## src/rtl/bridge_pkg.sv

```systemverilog
package bridge_pkg;
   // ========================================
   // Register map
   localparam int AXI_AW = 8;
   localparam logic [AXI_AW-1:0] OFS_BUF = 8'h00;
   localparam logic [AXI_AW-1:0] OFS_STAT = 8'h04;
   localparam logic [AXI_AW-1:0] OFS_DEC = 8'h44;
   localparam logic [AXI_AW-1:0] OFS_DOCK = 8'h5c;
   localparam int B_POST = 0;
   localparam int B_IOPOST = 1;
   localparam int B_LBEN = 2;
   localparam int B_SUBTR = 6;
   localparam int B_DOCK = 0;
   localparam int S_MABT = 0;
   localparam int S_PERR = 1;
   localparam int S_PWB = 2;
   localparam int S_LBW = 3;
   localparam int S_GNT = 4;
   localparam logic [1:0] RESP_OK = 2'b00;
   localparam logic [1:0] RESP_SLVERR = 2'b10;
   // ========================================
   // PCI commands and line geometry
   localparam logic [3:0] CMD_IOR = 4'h2;
   localparam logic [3:0] CMD_IOW = 4'h3;
   localparam logic [3:0] CMD_MR = 4'h6;
   localparam logic [3:0] CMD_MW = 4'h7;
   localparam logic [3:0] CMD_MWI = 4'hf;
   localparam int LINE_BYTES = 8;
   localparam int WR_BYTES = 4;
   localparam int LINE_AW = 3;
   localparam logic [31:0] LINE_MASK = 32'h0000_0007;
   localparam logic [31:0] DW_STEP = 32'h0000_0004;
   localparam logic [3:0] BE_ALL = 4'hf;
   // ========================================
   // Carriers
   typedef struct packed {
      logic [3:0] cmd;
      logic [31:0] addr;
      logic [31:0] data;
      logic [3:0] be;
      logic cfg;
      logic ide;
      logic usb;
      logic inta;
      logic int_io;
      logic dma_reg;
      logic io_post;
      logic other;
   } tgt_req_t;
   typedef struct packed {
      logic valid;
      logic claim;
      logic subtr;
      logic retry;
      logic post;
   } tgt_rsp_t;
   typedef struct packed {
      logic drive;
      logic [31:0] ad;
      logic [3:0] cbe_n;
   } tgt_dph_t;
   typedef struct packed {
      logic [31:0] addr;
      logic [31:0] data;
      logic [3:0] be;
      logic io;
   } isa_wr_t;
   typedef struct packed {
      logic [31:0] addr;
      logic [31:0] data;
      logic [3:0] be;
      logic write;
      logic mem;
   } lb_req_t;
   typedef struct packed {
      logic [3:0] cmd;
      logic [31:0] addr;
      logic [31:0] data;
      logic [3:0] cbe_n;
      logic apar;
      logic dpar;
   } mst_req_t;
   typedef enum logic [2:0] {
      L_IDLE = 3'b000,
      L_F0 = 3'b001,
      L_F1 = 3'b011,
      L_RESP = 3'b010,
      L_FLUSH = 3'b110,
      L_PASS = 3'b111
   } lb_st_t;
endpackage

```

## src/rtl/pci_isa_buffer_decode.sv

```systemverilog
// What this block does
// - Post PCI-to-ISA memory writes when enabled
// - Retry claimed cycles while posted buffer full
// - Optionally post I/O data writes too
// - Drain, disable posting before ISA master grant
// - Master abort on DEVSEL timeout
// - ISA/DMA memory access makes us initiator
// - Only ISA/DMA memory cycles use line buffer
// - Reads prefetch two dwords, writes four bytes
// - Buffer disabled: pass accesses through in order
// - Read miss fetches eight bytes
// - Bytes supplied on hit become invalid
// - Prefetch on empty, miss or invalid byte
// - Full write line flushes and empties
// - Write miss on partial line flushes first
// - Write hitting valid bytes flushes first
// - Read after partial write flushes first
// - DACK release after partial write flushes
// - Initiator parity generate, read parity check
// - Target read parity, one clock after data
// - Positive decode; select bit for internal cycles
// - Everything else claimed subtractively, except cycles flagged other, which go unclaimed
// - Docking mode decodes all cycles positively
`timescale 1ns/1ps
`default_nettype none
module pci_isa_buffer_decode #(
   parameter int MABORT_CLKS = 5
) (
   input wire logic mclk,
   input wire logic reset,
   input wire logic [bridge_pkg::AXI_AW-1:0] awaddr,
   input wire logic awvalid,
   output logic awready,
   input wire logic [31:0] wdata,
   input wire logic [3:0] wstrb,
   input wire logic wvalid,
   output logic wready,
   output logic [1:0] bresp,
   output logic bvalid,
   input wire logic bready,
   input wire logic [bridge_pkg::AXI_AW-1:0] araddr,
   input wire logic arvalid,
   output logic arready,
   output logic [31:0] rdata,
   output logic [1:0] rresp,
   output logic rvalid,
   input wire logic rready,
   input wire logic tgt_valid,
   input wire bridge_pkg::tgt_req_t tgt_req,
   output bridge_pkg::tgt_rsp_t tgt_rsp,
   input wire bridge_pkg::tgt_dph_t tgt_dph,
   output logic tgt_par,
   output logic tgt_par_oe,
   output logic isa_wr_valid,
   output bridge_pkg::isa_wr_t isa_wr,
   input wire logic isa_wr_ready,
   input wire logic isa_mreq,
   output logic isa_gnt,
   input wire logic dack_n,
   input wire logic lb_valid,
   input wire bridge_pkg::lb_req_t lb_req,
   output logic lb_done,
   output logic [31:0] lb_rdata,
   output logic mst_valid,
   output bridge_pkg::mst_req_t mst_req,
   input wire logic mst_devsel,
   input wire logic mst_done,
   input wire logic [31:0] mst_rdata,
   input wire logic mst_rpar
);
   import bridge_pkg::*;

   localparam int TW = $clog2(MABORT_CLKS + 1);
   localparam logic [TW-1:0] TMO_LIM = TW'(MABORT_CLKS - 1);

   logic post_en_q, iopost_en_q, lb_en_q, subtr_sel_q, dock_q;
   logic mabt_q, perr_q;
   logic aw_h_q, w_h_q;
   logic [AXI_AW-1:0] awa_q;
   logic [31:0] wd_q;
   logic [3:0] ws_q;
   logic wr_go, stat_clr;
   logic [31:0] rd_d;
   logic rd_ok;
   logic pos, claim, isa_bound, memwr, iowr, postable;
   lb_st_t st_q;
   logic [LINE_BYTES-1:0][7:0] line_q;
   logic [LINE_BYTES-1:0] rv_q, reqm;
   logic [31:LINE_AW] tag_q;
   logic [31:2] wtag_q;
   logic [WR_BYTES-1:0] wmask_q;
   logic use_lb, wpart, wfull, w_conf, hit;
   logic dsel_q, op_end, abort;
   logic [TW-1:0] tmo_q;
   logic [31:0] rdat;
   logic dack_q, dflush_q, last_wr_q, chk_q, exp_q;

   function automatic mst_req_t mk(input logic [3:0] c, input logic [31:0] a,
                                   input logic [31:0] d, input logic [3:0] bn);
      mst_req_t m;
      m.cmd = c;
      m.addr = a;
      m.data = d;
      m.cbe_n = bn;
      m.apar = ^{a, c};
      m.dpar = ^{d, bn};
      return m;
   endfunction

   // ========================================
   // Register bus
   assign wr_go = aw_h_q & w_h_q;
   assign stat_clr = wr_go && awa_q == OFS_STAT && ws_q[0];

   always_ff @(posedge mclk) begin
      if (reset) begin
         awready <= 1'b1;
         wready <= 1'b1;
         aw_h_q <= 1'b0;
         w_h_q <= 1'b0;
         awa_q <= '0;
         wd_q <= '0;
         ws_q <= '0;
         bvalid <= 1'b0;
         bresp <= RESP_OK;
         post_en_q <= 1'b0;
         iopost_en_q <= 1'b0;
         lb_en_q <= 1'b0;
         subtr_sel_q <= 1'b0;
         dock_q <= 1'b0;
      end else begin
         if (awvalid && awready) begin
            awready <= 1'b0;
            aw_h_q <= 1'b1;
            awa_q <= awaddr;
         end
         if (wvalid && wready) begin
            wready <= 1'b0;
            w_h_q <= 1'b1;
            wd_q <= wdata;
            ws_q <= wstrb;
         end
         if (wr_go) begin
            aw_h_q <= 1'b0;
            w_h_q <= 1'b0;
            bvalid <= 1'b1;
            bresp <= RESP_OK;
            unique case (awa_q)
               OFS_BUF: if (ws_q[0]) begin
                  post_en_q <= wd_q[B_POST];
                  iopost_en_q <= wd_q[B_IOPOST];
                  lb_en_q <= wd_q[B_LBEN];
               end
               OFS_DEC: if (ws_q[0]) subtr_sel_q <= wd_q[B_SUBTR];
               OFS_DOCK: if (ws_q[0]) dock_q <= wd_q[B_DOCK];
               OFS_STAT: ;
               default: bresp <= RESP_SLVERR;
            endcase
         end
         if (bvalid && bready) begin
            bvalid <= 1'b0;
            awready <= 1'b1;
            wready <= 1'b1;
         end
      end
   end

   always_comb begin
      rd_d = '0;
      rd_ok = 1'b1;
      unique case (araddr)
         OFS_BUF: begin
            rd_d[B_POST] = post_en_q;
            rd_d[B_IOPOST] = iopost_en_q;
            rd_d[B_LBEN] = lb_en_q;
         end
         OFS_STAT: begin
            rd_d[S_MABT] = mabt_q;
            rd_d[S_PERR] = perr_q;
            rd_d[S_PWB] = isa_wr_valid;
            rd_d[S_LBW] = wpart;
            rd_d[S_GNT] = isa_gnt;
         end
         OFS_DEC: rd_d[B_SUBTR] = subtr_sel_q;
         OFS_DOCK: rd_d[B_DOCK] = dock_q;
         default: rd_ok = 1'b0;
      endcase
   end

   always_ff @(posedge mclk) begin
      if (reset) begin
         arready <= 1'b1;
         rvalid <= 1'b0;
         rdata <= '0;
         rresp <= RESP_OK;
      end else if (arvalid && arready) begin
         arready <= 1'b0;
         rvalid <= 1'b1;
         rdata <= rd_d;
         rresp <= rd_ok ? RESP_OK : RESP_SLVERR;
      end else if (rvalid && rready) begin
         rvalid <= 1'b0;
         arready <= 1'b1;
      end
   end

   // Sticky flags: a new event beats a same-cycle clear
   always_ff @(posedge mclk) begin
      if (reset) begin
         mabt_q <= 1'b0;
         perr_q <= 1'b0;
      end else begin
         mabt_q <= abort | (mabt_q & ~(stat_clr & wd_q[S_MABT]));
         perr_q <= (chk_q & (mst_rpar != exp_q)) | (perr_q & ~(stat_clr & wd_q[S_PERR]));
      end
   end

   // ========================================
   // Target decode and posted write buffer
   assign pos = dock_q | tgt_req.cfg | tgt_req.ide | tgt_req.usb
                | ((tgt_req.inta | tgt_req.int_io) & ~subtr_sel_q);
   assign claim = pos | (~dock_q & ~tgt_req.other);
   assign isa_bound = ~(tgt_req.cfg | tgt_req.ide | tgt_req.usb | tgt_req.inta
                        | tgt_req.int_io | tgt_req.dma_reg);
   assign memwr = tgt_req.cmd == CMD_MW || tgt_req.cmd == CMD_MWI;
   assign iowr = tgt_req.cmd == CMD_IOW && tgt_req.io_post && iopost_en_q;
   // No posting once an ISA master asks, so the grant waits only for the drain
   assign postable = tgt_valid & claim & isa_bound & post_en_q & ~isa_mreq & ~isa_gnt
                     & ~isa_wr_valid & (memwr | iowr);

   always_ff @(posedge mclk) begin
      if (reset) begin
         tgt_rsp <= '0;
      end else begin
         tgt_rsp.valid <= tgt_valid;
         tgt_rsp.claim <= tgt_valid & claim;
         tgt_rsp.subtr <= tgt_valid & claim & ~pos;
         tgt_rsp.retry <= tgt_valid & claim & isa_wr_valid;
         tgt_rsp.post <= postable;
      end
   end

   always_ff @(posedge mclk) begin
      if (reset) begin
         isa_wr_valid <= 1'b0;
         isa_wr <= '0;
         isa_gnt <= 1'b0;
      end else begin
         if (postable) begin
            isa_wr_valid <= 1'b1;
            isa_wr <= '{addr: tgt_req.addr, data: tgt_req.data, be: tgt_req.be, io: iowr};
         end else if (isa_wr_valid && isa_wr_ready) begin
            isa_wr_valid <= 1'b0;
         end
         isa_gnt <= isa_mreq & (isa_gnt | ~isa_wr_valid);
      end
   end

   // Target read parity trails its data by one clock
   always_ff @(posedge mclk) begin
      if (reset) begin
         tgt_par <= 1'b0;
         tgt_par_oe <= 1'b0;
      end else begin
         tgt_par <= ^{tgt_dph.ad, tgt_dph.cbe_n};
         tgt_par_oe <= tgt_dph.drive;
      end
   end

   // ========================================
   // Initiator timeout and read parity check
   assign abort = mst_valid & ~dsel_q & ~mst_devsel & (tmo_q == TMO_LIM);
   assign op_end = mst_valid & (mst_done | abort);
   assign rdat = abort ? '1 : mst_rdata;

   always_ff @(posedge mclk) begin
      if (reset || op_end || !mst_valid) begin
         tmo_q <= '0;
         dsel_q <= 1'b0;
      end else begin
         if (!dsel_q && !mst_devsel) tmo_q <= tmo_q + 1'b1;
         if (mst_devsel) dsel_q <= 1'b1;
      end
   end

   always_ff @(posedge mclk) begin
      if (reset) begin
         chk_q <= 1'b0;
         exp_q <= 1'b0;
      end else begin
         chk_q <= op_end & ~abort & ~mst_req.cmd[0];
         exp_q <= ^{mst_rdata, mst_req.cbe_n};
      end
   end

   // ========================================
   // Line buffer
   assign use_lb = lb_en_q & lb_req.mem;
   assign reqm = lb_req.addr[2] ? {lb_req.be, 4'h0} : {4'h0, lb_req.be};
   assign wpart = |wmask_q;
   assign wfull = wmask_q == BE_ALL;
   assign w_conf = wpart & ((wtag_q != lb_req.addr[31:2]) | |(wmask_q & lb_req.be));
   assign hit = |rv_q && tag_q == lb_req.addr[31:LINE_AW] && (rv_q & reqm) == reqm;

   always_ff @(posedge mclk) begin
      if (reset) begin
         dack_q <= 1'b1;
         dflush_q <= 1'b0;
      end else begin
         dack_q <= dack_n;
         dflush_q <= (dack_n & ~dack_q & last_wr_q & wpart)
                     | (dflush_q & st_q != L_FLUSH);
      end
   end

   always_ff @(posedge mclk) begin
      if (reset) begin
         st_q <= L_IDLE;
         mst_valid <= 1'b0;
         mst_req <= '0;
         lb_done <= 1'b0;
         lb_rdata <= '0;
         line_q <= '0;
         rv_q <= '0;
         tag_q <= '0;
         wtag_q <= '0;
         wmask_q <= '0;
         last_wr_q <= 1'b0;
      end else begin
         lb_done <= 1'b0;
         unique case (st_q)
            L_IDLE: begin
               // Flush before anything that would reorder the held write
               if (wfull || (wpart && (dflush_q || (lb_valid
                   && (!use_lb || !lb_req.write || w_conf))))) begin
                  st_q <= L_FLUSH;
                  mst_valid <= 1'b1;
                  mst_req <= mk(CMD_MW, {wtag_q, 2'b00}, line_q[WR_BYTES-1:0], ~wmask_q);
               end else if (lb_valid && !use_lb) begin
                  st_q <= L_PASS;
                  mst_valid <= 1'b1;
                  mst_req <= mk(lb_req.mem ? (lb_req.write ? CMD_MW : CMD_MR)
                                : (lb_req.write ? CMD_IOW : CMD_IOR),
                                lb_req.addr, lb_req.data, ~lb_req.be);
               end else if (lb_valid && !lb_req.write) begin
                  if (hit) begin
                     lb_rdata <= lb_req.addr[2] ? line_q[LINE_BYTES-1:WR_BYTES]
                                                : line_q[WR_BYTES-1:0];
                     rv_q <= rv_q & ~reqm;
                     lb_done <= 1'b1;
                     last_wr_q <= 1'b0;
                     st_q <= L_RESP;
                  end else begin
                     st_q <= L_F0;
                     mst_valid <= 1'b1;
                     mst_req <= mk(CMD_MR, lb_req.addr & ~LINE_MASK, '0, '0);
                  end
               end else if (lb_valid) begin
                  for (int i = 0; i < WR_BYTES; i++) begin
                     if (lb_req.be[i]) line_q[i] <= lb_req.data[8*i +: 8];
                  end
                  wmask_q <= wmask_q | lb_req.be;
                  wtag_q <= lb_req.addr[31:2];
                  rv_q <= '0;
                  lb_done <= 1'b1;
                  last_wr_q <= 1'b1;
                  st_q <= L_RESP;
               end
            end
            L_FLUSH: if (op_end) begin
               mst_valid <= 1'b0;
               wmask_q <= '0;
               st_q <= L_IDLE;
            end
            L_F0: if (op_end) begin
               line_q[WR_BYTES-1:0] <= rdat;
               mst_req <= mk(CMD_MR, mst_req.addr | DW_STEP, '0, '0);
               st_q <= L_F1;
            end
            L_F1: if (op_end) begin
               line_q[LINE_BYTES-1:WR_BYTES] <= rdat;
               rv_q <= '1;
               tag_q <= lb_req.addr[31:LINE_AW];
               mst_valid <= 1'b0;
               st_q <= L_IDLE;
            end
            L_PASS: if (op_end) begin
               mst_valid <= 1'b0;
               lb_rdata <= rdat;
               lb_done <= 1'b1;
               last_wr_q <= lb_req.write;
               st_q <= L_RESP;
            end
            L_RESP: st_q <= L_IDLE;
         endcase
      end
   end
endmodule // pci_isa_buffer_decode
`default_nettype wire

```

## config.mk

```make
export PLATFORM = sky130hd
export DESIGN_NAME = pci_isa_buffer_decode
export DESIGN_NICKNAME = d
export VERILOG_FILES = /design/src/rtl/bridge_pkg.sv /design/src/rtl/pci_isa_buffer_decode.sv
export SDC_FILE = /design/constraint.sdc
export NUM_CORES = 1
export LEC_CHECK = 0
export BUFFER_PORTS_ARGS = -buffer_cell sky130_fd_sc_hd__clkbuf_2
export CORE_AREA = 2 2 201 203
export CTS_CLUSTER_SIZE = 10
export DETAILED_ROUTE_END_ITERATION = 7
export DIE_AREA = 0 0 203 205
export PLACE_DENSITY = 0.72
export SYNTH_ARGS = -nofsm -noshare
export SYNTH_HDL_FRONTEND = slang
export SYNTH_SLANG_ARGS = --single-unit
```

## constraint.sdc

```tcl
create_clock -name mclk -period 6.15 [get_ports mclk]
set_input_delay 0.615 -clock mclk [delete_from_list [all_inputs] [get_ports mclk]]
set_output_delay 0.615 -clock mclk [all_outputs]
set_load 0.05 [all_outputs]
```

==> impl_metrics.toml <==
[run_status]
outcome = "completed"

[pwr]
power_density_nw_per_um2 = 378
vdd_drop_max_uv = 254
p_leak_nw = 8.97

[placement]
placed_cell_area_um2 = 20600
hpwl_mm = 42.4
gp_congestion = 0.934
io_buffers = 452

[worst_setup_path]
critPathArrivalTime_ps = 4220
worstRegToRegCells = 10
crit_path_max_fanout = 49
cp.required_ps = 6550
cp-start-kind = "input pin"
crit_path_end_kind = "flop"
crit_type = "input pin to flop"

[clocking]
root_buffer = "clkbuf_16"
cts.path.max_buffers = 3
numCtsBuffers = 44
clkTransAtPathRegs_ps = 60
clock-sinks = 367
cts_tree = "built"
postCtsSetupRepairBufs = 0
ctsHoldBuffers = 0
h-tree-depth = 2
clock_latency_ps = 580
cts_resized = 0

[synthesis]
netlist_instances = 2224
synth-edff-count = 0
synth_area_um2 = 18300
syn_area_per_cell_um2 = 8.23
async_reset_ff_frac = 0
synth_top_flop_cell = "dfxtp_1"
yosysTopAreaCell = "dfxtp_1"
synth_warnings = 0
yosysTopAreaCellShare = 0.402
synth_commonest_cells = "375 x nand2_1, 367 x dfxtp_1, 245 x nor2_1, 224 x xnor2_1, 210 x a21oi_1"
synth_area_leaders = "dfxtp_1 40%, xnor2_1 11%, nand2_1 7.7%"
ys_seq_area_frac = 0.402
synthDistinctLibCells = 57
ys_ff_latch = 367
synth_most_common_cell = "nand2_1"

[timing]
hold_viol_final = 0
maxSlewViolCount = 0
fin_crit_sh = 0.621
finalCriticalPeriod_ps = 3820
setup_viol = 0
fin_worst_skew_ps = 34.6
fin_tns_setup_ps = 0
worst_pin_slew_ps = 1210
rsz0062_at_grt = "no"
fmax_ghz = 0.262
slew_headroom = 0.191

[floorplanning]
coreArea_um2 = 39400
die_w_um = 203
initial_core_util = 0.465
ioPinCount = 513
die-height_um = 205
rows = 73
die_area_um2 = 41600

[global_routing]
grt_pass1_vias = 16000
grt_usage = 0.269
grt_max_degree = 153
grt_overflow_total = 0
antenna_found_initial = 5
grt_first_pass_wirelength_mm = 87.9

[drt]
viasPerCell = 5.39
drt_first_pass_iters = 5
antenna_left = 0
avgRoutedWirePerCell_um = 18.6
first_iter_violations = 1557
wirelength_mm = 57.7
vias = 16700
drc_errors = 0

[min_path]
holdPathStages = 2
hold_class = "input pin to flop"

[layout]
nets = 2857
syn_to_final_growth_pct = 19.4
stdcell_area_um2 = 21800
layout-drive-gt1-share = 0.227

[flow_run]
drv_cap = 0
==> area by class of cell <==
type                    count  area (um2)
clock buffers              49        1150
diodes                      3        7.51
repair buffers            471        2410
flip-flops and latches    367        7350
clock inverters             5        71.3
well taps                 525         657
multi-input cells        1662       10100
inverters                  19        71.3
fillers                  3635       17500
==> registers in the layout, summed over array words and instances (netlist names), 3 cells and up <==
name      flops
lb_rdata     32
mst_req      73
tmo_q         3
tgt_rsp       5
wd_q          4
st_q          3
isa_wr       69
awa_q         8
line_q       64
wmask_q       4
tag_q        29
wtag_q       30
rv_q          8
rdata         6
==> worst max-delay path, cell delays in order <==
cell	delay, ps
clkbuf_2	500
xor2_1	180
nor4_1	310
nand3_1	210
o31ai_4	300
buf_4	630
o211ai_1	350
a21oi_4	330
buf_4	450
mux2i_1	240
nor2_1	50
==> cells in the final DEF, fill, tap and decap left out, drive strengths merged, types with 2 or more instances in the layout <==
master,synthesis,layout
or3,3,3
o211ai,2,2
and3,3,3
and2,4,4
mux2,38,38
inv,19,20
o21ai,87,87
a2111oi,3,3
dfxtp,367,367
nand2,375,375
nand2b,6,6
nor2,245,245
diode,0,3
nand4b,2,2
nor3,9,9
a211oi,72,72
buf,57,20
o31ai,3,3
a221oi,2,2
nor2b,8,8
nand3,42,42
a211o,4,4
nor4,46,46
a21oi,216,216
xnor3,2,2
conb,1,29
mux2i,130,130
xnor2,227,227
nor4b,2,2
ha,6,6
clkinv,0,2
or4,7,7
o311a,2,2
xor2,62,62
o41ai,2,2
clkbuf,147,500
o2111ai,2,2
nand4,11,11
==> cell families (layout without fill, tap and decap cells) <==
kind of cell / Yosys count / after routing / synth area share
AOI/OAI and AO/OA: 403 / 403 / 0.128
other: 1 / 32 / 0.000205
xor gates and xnor gates: 291 / 291 / 0.142
adders and majority gates: 6 / 6 / 0.00410
DFF: 367 / 367 / 0.402
muxes: 168 / 168 / 0.0945
buffers and inverters: 223 / 544 / 0.0545
and+or+nand+nor: 765 / 765 / 0.175
==> layer usage <==
metal / track usage / vias up / wire length, um
met4: 0.112 / 6 / 2230
met5: 0 / - / 39
met2: 0.459 / 700 / 27500
li1: - / 8079 / -
met1: 0.325 / 7812 / 23000
met3: 0.0660 / 125 / 5000
==> report_power, final <==
part           internal, mW  switching [mW]  total (mW)
sequential             2.61           0.223        2.83
clock                  1.35           0.972        2.32
combinational          1.14            1.97        3.11
==> final timing paths <==
| kind | slack, ps | startpoint | to |
|---|---|---|---|
| hold / removal | 260 | dack_n | dack_q |
| setup / recovery | 2330 | lb_req[40] | mst_req[72] |
| setup reg to reg | 2400 | wmask_q[0] | mst_req[72] |
| hold reg to reg | 450 | mst_req[71] | mst_req[71] |
==> metrics by stage <==
step | total power, mW | hold WS (ps) | cells | utilization | worst slack, ps
floorplan | 5.21 | 431 | 2252 | - | 2900
global placement | 5.93 | 436 | 3044 | 0.524 | 1850
detailed placement | 5.99 | 440 | 3044 | 0.524 | 1780
CTS | 8.33 | 231 | 3098 | 0.555 | 2380
global route | 8.68 | 239 | 3100 | 0.555 | 2100
finish | 8.27 | 261 | 3101 | 0.555 | 2330
No activity file was read; power rests on OpenSTA's default activity.
